<file path="src/tas_pkg.sv">
// constants for the thermal alert and status block
`default_nettype none
package tas_pkg;
   // register offsets
   localparam logic [7:0] ADDR_STATUS_PRI = 8'h41;
   localparam logic [7:0] ADDR_STATUS_SEC = 8'h42;
   localparam logic [7:0] ADDR_MASK_PRI = 8'h74;
   localparam logic [7:0] ADDR_MASK_SEC = 8'h75;
   localparam logic [7:0] ADDR_ALERT_BOOST_CFG = 8'h78;
   localparam logic [7:0] ADDR_HOT_ACC = 8'h79;
   localparam logic [7:0] ADDR_HOT_LIMIT = 8'h7A;
   localparam logic [7:0] ADDR_PIN_FUNC_CFG = 8'h7D;
   // values after reset, on unmapped reads and at full scale
   localparam logic [7:0] RST_MASK = 8'h00;
   localparam logic [7:0] RST_CFG = 8'h00;
   localparam logic [7:0] RST_HOT_LIMIT = 8'h00;
   localparam logic [7:0] READ_UNMAPPED = 8'h00;
   localparam logic [7:0] ACC_FULL = 8'hFF;
   // primary status / mask bit positions
   localparam int BIT_SECOND_BANK_PENDING = 7;
   localparam int BIT_REMOTE_TWO_TEMP_FLAG = 6;
   localparam int BIT_LOCAL_TEMP_FLAG = 5;
   localparam int BIT_REMOTE_ONE_TEMP_FLAG = 4;
   localparam int BIT_MAIN_SUPPLY_FLAG = 2;
   localparam int BIT_CORE_SUPPLY_FLAG = 1;
   localparam int MASK_CORE_SUPPLY = 0;
   // secondary status / mask bit positions
   localparam int BIT_DIODE_TWO_FAULT = 7;
   localparam int BIT_DIODE_ONE_FAULT = 6;
   localparam int BIT_FOURTH_FAN_OR_HOT_LIMIT = 5;
   localparam int BIT_THIRD_FAN_SLOW = 4;
   localparam int BIT_SECOND_FAN_SLOW = 3;
   localparam int BIT_FIRST_FAN_SLOW = 2;
   localparam int BIT_OVERTEMP_TRIP = 1;
   // alert_boost_config bits
   localparam int CFG_ALERT_ENABLE = 0;
   localparam int CFG_HOT_ENABLE = 1;
   localparam int CFG_BOOST = 2;
   // analog channel indices
   localparam int CH_CORE = 0;
   localparam int CH_MAIN = 1;
   localparam int CH_REMOTE_ONE = 2;
   localparam int CH_LOCAL = 3;
   localparam int CH_REMOTE_TWO = 4;
   localparam int NUM_CH = 5;
   // shared pin function select
   typedef enum logic [1:0] {
      PIN_FOURTH_SPEED = 2'h0,
      PIN_HOT_SIGNAL = 2'h1,
      PIN_ALERT = 2'h2,
      PIN_GPIO = 2'h3
   } tas_pin_func_e;
   // hot-time resolution
   localparam int HOT_LSB_TIME_US = 22760;
   localparam int CLK_PERIOD_NS = 8;
   localparam int HOT_TICK_CYCLES = (HOT_LSB_TIME_US * 1000) / CLK_PERIOD_NS;
endpackage
`default_nettype wire

</file>
<file path="src/tas_sync.sv">
// two-flop synchroniser for pin inputs
`timescale 1ns/1ps
`default_nettype none
module tas_sync #(
   parameter int WIDTH = 1,
   parameter logic [WIDTH-1:0] RESET_VAL = '1
) (
   input wire logic clk,
   input wire logic rst_n,
   input wire logic [WIDTH-1:0] asyncIn,
   output logic [WIDTH-1:0] syncOut
);
   logic [WIDTH-1:0] stage;

   // first stage feeds only the second
   always_ff @(posedge clk or negedge rst_n) begin
      if (!rst_n) begin
         stage <= RESET_VAL;
         syncOut <= RESET_VAL;
      end else begin
         stage <= asyncIn;
         syncOut <= stage;
      end
   end
endmodule
`default_nettype wire

</file>
<file path="src/tas_status_logic.sv">
// status, mask, alert pin and hot-time logic
`timescale 1ns/1ps
`default_nettype none
// Behaviour
// - primary bit 7 is set while any secondary flag is set
// - primary bits 6,5,4,2,1 flag remote-2, local, remote-1, main and core supply limits
// - secondary bits 7 and 6 flag diode 2 and diode 1 open or short
// - secondary bits 4..2 flag slow fans 3..1; bit 1 flags overtemperature
// - secondary bit 5 flags slow fan 4, or hot-time limit in hot mode
// - flags are sticky; a read clears only flags whose cause is gone
// - alert holds low while an unmasked flag stands or remains unread
// - mask bits only gate the alert, flags still set
// - primary mask bits 7,6,5,4,2,0 gate second bank, temps, main and core
// - secondary mask bits 7..1 gate diodes, fan 4 or hot, fans 3..1, overtemp
// - alert off after reset; config bit 0 drives dedicated alert pin
// - pin function bits 1:0 pick speed input, hot input, alert or gpio
// - hot input works only when config bit 1 is also set
// - boost bit forces full fan duty while hot input is low, three clocks delayed
// - boost has no effect unless the fan is already running
// - hot-time counts during assertion, pauses otherwise, cumulative
// - accumulator clears on read and saturates at full scale
// - bit 0 set on first assertion; later one count per 22.76 ms
// - read during assertion clears then restarts at one
// - read during assertion with zero limit sets secondary bit 5 again
// - accumulator read clears secondary bit 5 set by the hot limit
// - accumulator above hot limit sets secondary bit 5 and alerts
// - high limit violated when greater, low when less or equal
module tas_status_logic
   import tas_pkg::*;
#(
   parameter int HOT_TICK = HOT_TICK_CYCLES
) (
   input wire logic clk,
   input wire logic rst_n,
   input wire logic [7:0] regAddr,
   input wire logic regWrite,
   input wire logic regRead,
   input wire logic [7:0] regWdata,
   output logic [7:0] regRdata,
   input wire logic [NUM_CH-1:0][7:0] measValue,
   input wire logic [NUM_CH-1:0][7:0] limitHigh,
   input wire logic [NUM_CH-1:0][7:0] limitLow,
   input wire logic [NUM_CH-1:0] measDone,
   input wire logic diodeOneFault,
   input wire logic diodeTwoFault,
   input wire logic firstFanSlow,
   input wire logic secondFanSlow,
   input wire logic thirdFanSlow,
   input wire logic fourthFanSlow,
   input wire logic overtempTrip,
   input wire logic fanRunning,
   input wire logic gpioDriveLow,
   output logic alertPinOut,
   output logic alertPinOe,
   input wire logic sharedPinIn,
   output logic sharedPinOut,
   output logic sharedPinOe,
   output logic fourthSpeedInput,
   output logic gpioLevel,
   output logic boostAllFans
);
   localparam int SUB_W = $clog2(HOT_TICK);

   if (HOT_TICK < 2) begin : g_bad_tick
      $error("HOT_TICK must be at least 2");
   end

   // high limit strictly above, low limit at or below
   function automatic logic outOfLimit(input logic [7:0] val, input logic [7:0] lo, input logic [7:0] hi);
      outOfLimit = (val > hi) || (val <= lo);
   endfunction

   logic [7:0] statusPri;
   logic [7:0] statusSec;
   logic [7:0] maskPri;
   logic [7:0] maskSec;
   logic [7:0] alertBoostCfg;
   logic [7:0] hotLimit;
   logic [7:0] pinFuncCfg;
   logic [NUM_CH-1:0] chanOut;
   logic [7:0] condPri;
   logic [7:0] condSec;
   logic [7:0] next_statusPri;
   logic [7:0] next_statusSec;
   logic [7:0] accTicks;
   logic accSeen;
   logic [7:0] accValue;
   logic [SUB_W-1:0] subCount;
   logic pinSync;
   logic hotMode;
   logic hotActive;
   logic alertActive;
   logic rdPri;
   logic rdSec;
   logic rdAcc;
   tas_pin_func_e pinFunc;

   // shared pin passes two flops before use
   tas_sync #(.WIDTH(1), .RESET_VAL(1'b1)) u_pin_sync (
      .clk(clk),
      .rst_n(rst_n),
      .asyncIn(sharedPinIn),
      .syncOut(pinSync)
   );

   // read strobes and pin mode decode
   assign rdPri = regRead && (regAddr == ADDR_STATUS_PRI);
   assign rdSec = regRead && (regAddr == ADDR_STATUS_SEC);
   assign rdAcc = regRead && (regAddr == ADDR_HOT_ACC);
   assign pinFunc = tas_pin_func_e'(pinFuncCfg[1:0]);
   assign hotMode = (pinFunc == PIN_HOT_SIGNAL) && alertBoostCfg[CFG_HOT_ENABLE];
   assign hotActive = hotMode && !pinSync;

   // window comparison result held per channel until next measurement
   always_ff @(posedge clk or negedge rst_n) begin
      if (!rst_n) begin
         chanOut <= '0;
      end else begin
         for (int i = 0; i < NUM_CH; i++) begin
            if (measDone[i]) begin
               chanOut[i] <= outOfLimit(measValue[i], limitLow[i], limitHigh[i]);
            end
         end
      end
   end

   // accumulator value: one on first assertion, then whole ticks
   assign accValue = (accSeen && (accTicks == 8'h00)) ? 8'h01 : accTicks;

   // live error conditions
   always_comb begin
      condPri = 8'h00;
      condPri[BIT_REMOTE_TWO_TEMP_FLAG] = chanOut[CH_REMOTE_TWO];
      condPri[BIT_LOCAL_TEMP_FLAG] = chanOut[CH_LOCAL];
      condPri[BIT_REMOTE_ONE_TEMP_FLAG] = chanOut[CH_REMOTE_ONE];
      condPri[BIT_MAIN_SUPPLY_FLAG] = chanOut[CH_MAIN];
      condPri[BIT_CORE_SUPPLY_FLAG] = chanOut[CH_CORE];
      condSec = 8'h00;
      condSec[BIT_DIODE_TWO_FAULT] = diodeTwoFault;
      condSec[BIT_DIODE_ONE_FAULT] = diodeOneFault;
      condSec[BIT_THIRD_FAN_SLOW] = thirdFanSlow;
      condSec[BIT_SECOND_FAN_SLOW] = secondFanSlow;
      condSec[BIT_FIRST_FAN_SLOW] = firstFanSlow;
      condSec[BIT_OVERTEMP_TRIP] = overtempTrip;
      if (hotMode) begin
         condSec[BIT_FOURTH_FAN_OR_HOT_LIMIT] = accValue > hotLimit;
      end else begin
         condSec[BIT_FOURTH_FAN_OR_HOT_LIMIT] = (pinFunc == PIN_FOURTH_SPEED) && fourthFanSlow;
      end
   end

   // sticky flags: a read keeps only flags whose cause still stands
   always_comb begin
      next_statusPri = rdPri ? condPri : (statusPri | condPri);
      next_statusSec = rdSec ? condSec : (statusSec | condSec);
      if (rdAcc && hotMode) begin
         next_statusSec[BIT_FOURTH_FAN_OR_HOT_LIMIT] = hotActive && (hotLimit == 8'h00);
      end
   end

   always_ff @(posedge clk or negedge rst_n) begin
      if (!rst_n) begin
         statusPri <= 8'h00;
         statusSec <= 8'h00;
      end else begin
         statusPri <= next_statusPri;
         statusSec <= next_statusSec;
      end
   end

   // host-written registers
   always_ff @(posedge clk or negedge rst_n) begin
      if (!rst_n) begin
         maskPri <= RST_MASK;
         maskSec <= RST_MASK;
         alertBoostCfg <= RST_CFG;
         hotLimit <= RST_HOT_LIMIT;
         pinFuncCfg <= RST_CFG;
      end else if (regWrite) begin
         unique case (regAddr)
            ADDR_MASK_PRI: maskPri <= regWdata;
            ADDR_MASK_SEC: maskSec <= regWdata;
            ADDR_ALERT_BOOST_CFG: alertBoostCfg <= regWdata;
            ADDR_HOT_LIMIT: hotLimit <= regWdata;
            ADDR_PIN_FUNC_CFG: pinFuncCfg <= regWdata;
            default: ;
         endcase
      end
   end

   // hot-time accumulator, cumulative and saturating
   always_ff @(posedge clk or negedge rst_n) begin
      if (!rst_n) begin
         accTicks <= 8'h00;
         accSeen <= 1'b0;
         subCount <= '0;
      end else if (rdAcc) begin
         accTicks <= 8'h00;
         subCount <= '0;
         accSeen <= hotActive;
      end else if (hotActive) begin
         accSeen <= 1'b1;
         if (accTicks != ACC_FULL) begin
            if (subCount == SUB_W'(HOT_TICK - 1)) begin
               subCount <= '0;
               accTicks <= accTicks + 8'h01;
            end else begin
               subCount <= subCount + 1'b1;
            end
         end
      end
   end

   // alert source gating; mask never touches the flags
   always_comb begin
      alertActive = 1'b0;
      for (int b = BIT_REMOTE_ONE_TEMP_FLAG; b <= BIT_REMOTE_TWO_TEMP_FLAG; b++) begin
         alertActive |= statusPri[b] && !maskPri[b];
      end
      alertActive |= statusPri[BIT_MAIN_SUPPLY_FLAG] && !maskPri[BIT_MAIN_SUPPLY_FLAG];
      alertActive |= statusPri[BIT_CORE_SUPPLY_FLAG] && !maskPri[MASK_CORE_SUPPLY];
      alertActive |= |(statusSec & ~maskSec & 8'hFE) && !maskPri[BIT_SECOND_BANK_PENDING];
   end

   // pin drivers, all open drain pulling low
   assign alertPinOut = 1'b0;
   assign sharedPinOut = 1'b0;
   always_ff @(posedge clk or negedge rst_n) begin
      if (!rst_n) begin
         alertPinOe <= 1'b0;
         sharedPinOe <= 1'b0;
         fourthSpeedInput <= 1'b1;
         gpioLevel <= 1'b1;
         boostAllFans <= 1'b0;
      end else begin
         alertPinOe <= alertBoostCfg[CFG_ALERT_ENABLE] && alertActive;
         sharedPinOe <= ((pinFunc == PIN_ALERT) && alertActive) || ((pinFunc == PIN_GPIO) && gpioDriveLow);
         fourthSpeedInput <= (pinFunc == PIN_FOURTH_SPEED) ? pinSync : 1'b1;
         gpioLevel <= pinSync;
         boostAllFans <= alertBoostCfg[CFG_BOOST] && hotActive && fanRunning;
      end
   end

   // read data; bit 7 of primary mirrors the second bank
   always_ff @(posedge clk or negedge rst_n) begin
      if (!rst_n) begin
         regRdata <= 8'h00;
      end else if (regRead) begin
         unique case (regAddr)
            ADDR_STATUS_PRI: regRdata <= {|statusSec, statusPri[6:0]};
            ADDR_STATUS_SEC: regRdata <= statusSec;
            ADDR_MASK_PRI: regRdata <= maskPri;
            ADDR_MASK_SEC: regRdata <= maskSec;
            ADDR_ALERT_BOOST_CFG: regRdata <= alertBoostCfg;
            ADDR_HOT_ACC: regRdata <= accValue;
            ADDR_HOT_LIMIT: regRdata <= hotLimit;
            ADDR_PIN_FUNC_CFG: regRdata <= pinFuncCfg;
            default: regRdata <= READ_UNMAPPED;
         endcase
      end
   end

   // checks
   bank_pending_a: assert property (@(posedge clk) disable iff (!rst_n)
      rdPri && |statusSec |=> regRdata[BIT_SECOND_BANK_PENDING])
      else $error("pending bit missing on primary read");
   remote_flag_a: assert property (@(posedge clk) disable iff (!rst_n)
      chanOut[CH_REMOTE_ONE] |=> statusPri[BIT_REMOTE_ONE_TEMP_FLAG])
      else $error("remote one flag not set");
   diode_flag_a: assert property (@(posedge clk) disable iff (!rst_n)
      diodeOneFault |=> statusSec[BIT_DIODE_ONE_FAULT])
      else $error("diode one flag not set");
   fan_flag_a: assert property (@(posedge clk) disable iff (!rst_n)
      firstFanSlow |=> statusSec[BIT_FIRST_FAN_SLOW])
      else $error("fan one flag not set");
   sticky_hold_a: assert property (@(posedge clk) disable iff (!rst_n)
      statusPri[BIT_LOCAL_TEMP_FLAG] && !rdPri |=> statusPri[BIT_LOCAL_TEMP_FLAG])
      else $error("flag cleared without read");
   masked_flag_a: assert property (@(posedge clk) disable iff (!rst_n)
      maskPri[MASK_CORE_SUPPLY] && chanOut[CH_CORE] |=> statusPri[BIT_CORE_SUPPLY_FLAG])
      else $error("masked source did not set flag");
   alert_drive_a: assert property (@(posedge clk) disable iff (!rst_n)
      alertBoostCfg[CFG_ALERT_ENABLE] && statusSec[BIT_OVERTEMP_TRIP] && !maskSec[BIT_OVERTEMP_TRIP]
      && !maskPri[BIT_SECOND_BANK_PENDING] |=> alertPinOe)
      else $error("unmasked flag did not drive alert");
   alert_off_a: assert property (@(posedge clk) disable iff (!rst_n)
      !alertBoostCfg[CFG_ALERT_ENABLE] |=> !alertPinOe)
      else $error("alert pin driven while disabled");
   boost_gate_a: assert property (@(posedge clk) disable iff (!rst_n)
      boostAllFans |-> $past(fanRunning) && $past(hotActive))
      else $error("boost without running fan or hot input");
   acc_sat_a: assert property (@(posedge clk) disable iff (!rst_n)
      accTicks == ACC_FULL && !rdAcc |=> accTicks == ACC_FULL)
      else $error("accumulator left full scale");
   acc_restart_a: assert property (@(posedge clk) disable iff (!rst_n)
      rdAcc && hotActive |=> accTicks == 8'h00 && accValue == 8'h01)
      else $error("accumulator did not restart at one");
   hot_limit_a: assert property (@(posedge clk) disable iff (!rst_n)
      hotMode && accValue > hotLimit && !rdAcc |=> statusSec[BIT_FOURTH_FAN_OR_HOT_LIMIT])
      else $error("hot limit exceed not flagged");
endmodule
`default_nettype wire

</file>
<file path="config.mk">
export PLATFORM = sky130hd
export DESIGN_NAME = tas_status_logic
export DESIGN_NICKNAME = d
export VERILOG_FILES = /design/src/tas_pkg.sv /design/src/tas_sync.sv /design/src/tas_status_logic.sv
export SDC_FILE = /design/constraint.sdc
export NUM_CORES = 1
export LEC_CHECK = 0
export BUFFER_PORTS_ARGS = -buffer_cell sky130_fd_sc_hd__buf_2
export CORE_MARGIN = 5
export CORE_UTILIZATION = 45
export CTS_CLUSTER_SIZE = 14
export DETAILED_ROUTE_END_ITERATION = 10
export GPL_TIMING_DRIVEN = 0
export PLACE_DENSITY = 0.69
export REMOVE_ABC_BUFFERS = 1
export SLEW_MARGIN = 40
export SYNTH_ARGS = -nofsm -noshare
export SYNTH_HDL_FRONTEND = slang
export SYNTH_SLANG_ARGS = --single-unit
export TNS_END_PERCENT = 20
</file>
<file path="constraint.sdc">
create_clock -name clk -period 2.8 [get_ports clk]
set_input_delay 0.14 -clock clk [delete_from_list [all_inputs] [get_ports clk]]
set_output_delay 0.14 -clock clk [all_outputs]
set_load 0.02 [all_outputs]
</file>
==> impl_metrics.ini <==
[synth]
syn_area_per_cell_um2 = 9.27
yosys_warnings = 0
synth_area_leader_cell = dfrtp_1
synth.top_cell.area_share_pct = 33.7
ys.flop_type = dfrtp_1
synth_edf_count = 0
synth_area_leaders = dfrtp_1 (34%), ha_1 (16%), mux2_2 (5.8%), inv_1 (5.0%), nand4_1 (3.2%)
ys_ff_latch = 103
syn_inst = 792
ys_types = 65
yosysSeqAreaShare_pct = 35.2
syn-cell-area_um2 = 7340
async_flop_share_pct = 100

[drt]
remaining_drc_errors = 0
via_count = 6477
ant_nets = 0
avgRoutedWirePerCell_um = 16.2
viasPerCell = 5.56
dr.pass1.iters = 5
wl_um = 18800
drt_iter0_drc = 419

[pwr]
power.density_nw_per_um2 = 403
p_comb_share_pct = 17.7
power.share.sequential_pct = 45.8
p_leak_nw = 4.25
p_int_w = 0.00257
switchingPower_w = 0.000957
p_sw_share_pct = 27.1
clock_power_share_pct = 36.6
irDropWorstVdd_v = 0.000300

[worst_setup_path]
cp.required_ns = 3.08
slowest_stage = or3_1
cp-start-kind = register
crit_chain = ha_1, and4_1, nand4_2, or3_1, or4_1, a21oi_1
arrival_ns = 2.72
crit_path_end_kind = register
crit_buf_inv = 0
path_class = register to register
r2r-start = subCount[0]
slowest_delay_ns = 0.51
cp_top_family = simple AND/OR/NAND/NOR gates
critical_path.max_fanout = 9
crit_start = subCount[0]

[placement]
dpl_cell_area_um2 = 8360
place.gp.congestion = 0.927
hpwl_um = 14700
port_buffers = 167

[timing]
clock_skew_ns = 0.00752
fmaxAchievable_mhz = 411
rsz0062_at_grt = no
setup_viol = 0
hold_violations = 0
period_minus_slack_ns = 2.44
finalCritPeriodShare_pct = 87.0
relSlewSlack_pct = 51.6
worst_slew_pin_slew_ns = 0.724
tns_ns = 0
slew_violations = 0

[clock_network]
cts_root_buf = clkbuf_16
cts_setup_buffers = 0
clock_latency_ns = 0.36
clkTransAtPathRegs_ns = 0.07
cts_resized = 0
cts.sinks = 103
h-tree-depth = 3
cts-buffers-inserted = 9
cts_tree = yes
clock_path_buffers = 2

[global_route]
grtUsageTotal_pct = 20.3
grt-ovfl-total = 0
grt_antenna_before_repair = 0
grt_pass1_wl_um = 30800
grt_pass1_vias = 6359
grt_max_degree = 71

[finish]
nFillCells = 1430
final_cell_area_um2 = 8750
nets = 1190
regArea_um2 = 2580
drive_gt1_share_pct = 25.4
multi_input_area_um2 = 4250
insertedDiodeCount = 0
syn2layout_area_growth_pct = 19.1

[status]
status = completed

[run]
cap_viol_max_count = 0

[floorplan]
coreArea_um2 = 15900
die-area_um2 = 19000
ioPinCount = 170
num_rows = 46
die_h_um = 138
dieWidth_um = 138
start_util_pct = 46.0

[hold_path]
hold_path.class = input pin to register
worstHoldStart = fanRunning
==> timing repair <==
action,4_1_cts,5_1_grt
setup endpoints to repair,0,0
hold buffers,8,0
endpoints found under the hold margin,41,0
==> flip-flops by register name, summed over array words and instances (netlist names), 5 cells and up <==
signal and flops:
regRdata 8, maskPri 8, statusSec 7, alertBoostCfg 8, chanOut 5, subCount 22, maskSec 8, statusPri 5
hotLimit 8, accTicks 8, pinFuncCfg 8
==> cell families (layout without fill, tap and decap cells) <==
kind of cell | after synthesis | count (layout) | share of synthesized area, %
AO/OA/AOI/OAI | 186 | 186 | 17.0
flip-flops | 103 | 103 | 35.2
buffers and inverters | 136 | 292 | 7.23
multiplexers | 45 | 45 | 6.78
adder cells (fa/ha/maj) | 91 | 91 | 15.5
other | 1 | 2 | 0.0511
XOR/XNOR | 13 | 13 | 1.55
AND/OR/NAND/NOR | 217 | 217 | 16.7
==> power groups by stage <==
stage	registers [W]	clock network [W]	logic, W
after floorplan	0.00163	0	0.000330
after global placement	0.00164	0	0.000590
after detailed placement	0.00164	0	0.000613
after CTS	0.00161	0.00132	0.000628
after global routing	0.00162	0.00138	0.000717
final	0.00161	0.00129	0.000623
==> metrics by stage <==
| stage | setup slack, ns | util [%] | cells | power (W) | hold WS, ns |
|---|---|---|---|---|---|
| floorplan | 0.439 | - | 754 | 0.00196 | -0.156 |
| global placement | -0.822 | 52.0 | 1137 | 0.00223 | 0.253 |
| detailed placement | -0.0647 | 52.4 | 1141 | 0.00226 | 0.0229 |
| CTS | 0.307 | 54.8 | 1165 | 0.00356 | 0.0141 |
| global route | 0.0727 | 54.9 | 1165 | 0.00372 | 0.0164 |
| finish | 0.365 | 54.9 | 1165 | 0.00353 | 0.0189 |
==> worst paths after layout <==
kind,cells after the start,end,slack (ns)
worst min-delay path,2,boostAllFans,0.02
min in group asynchronous,2,regRdata[0],0.25
worst max-delay path,6,accTicks[7],0.36
max in group asynchronous,3,regRdata[3],1.93
worst max register to register,6,accTicks[7],0.36
worst min register to register,0,u_pin_sync.syncOut,0.36
==> Yosys cell counts (3+ instances only) <==
library cell,number
o211ai_1,11
a32oi_1,4
a21o_1,17
a22o_1,12
a21oi_1,46
or3_1,6
xnor2_1,13
a211oi_1,16
nor2b_1,16
nand2b_1,6
a21boi_0,3
and4_1,5
nand2_1,34
a41oi_1,3
and3_1,8
buf_2,4
dfstp_2,4
inv_1,97
or4_1,5
ha_1,91
dfrtp_1,99
o21ai_0,29
o32a_1,5
o31ai_1,3
nor4_1,3
nand3b_1,3
nor2_1,42
nor3_1,4
mux2_2,38
nand4_1,38
a31oi_1,12
mux2i_1,7
a22oi_1,6
o22ai_1,3
clkbuf_1,32
nand3_1,29
and2_1,5
==> area by class of cell <==
cell class	count	area share [%]
clock inverter	6	0.758
multi-input combinational	554	48.6
tap	216	3.09
inverter	97	4.16
clock buffer	10	2.73
sequential	103	29.5
timing repair buffer	179	11.2
==> cell usage in the layout (no fill, tap or decap), types with 14 or more instances in the layout <==
cell	Yosys	layout
ha_1	91	91
nand2_1	34	34
nor2b_1	16	14
a21o_1	17	17
nand3_1	29	29
mux2_2	38	38
a211oi_1	16	16
nor2_1	42	42
a21oi_1	46	46
o21ai_0	29	29
nand4_1	38	38
dfrtp_1	99	99
inv_1	97	97
buf_2	4	167
==> layer usage <==
metal  GRT usage (%)  up-vias  wire length, um
li1                -     3185                -
met1            28.4     3073             8600
met2            32.1      197             8640
met3            3.40       22             1250
met4            6.81        0              349
met5               0        -                0
No activity file was read; power rests on OpenSTA's default activity.
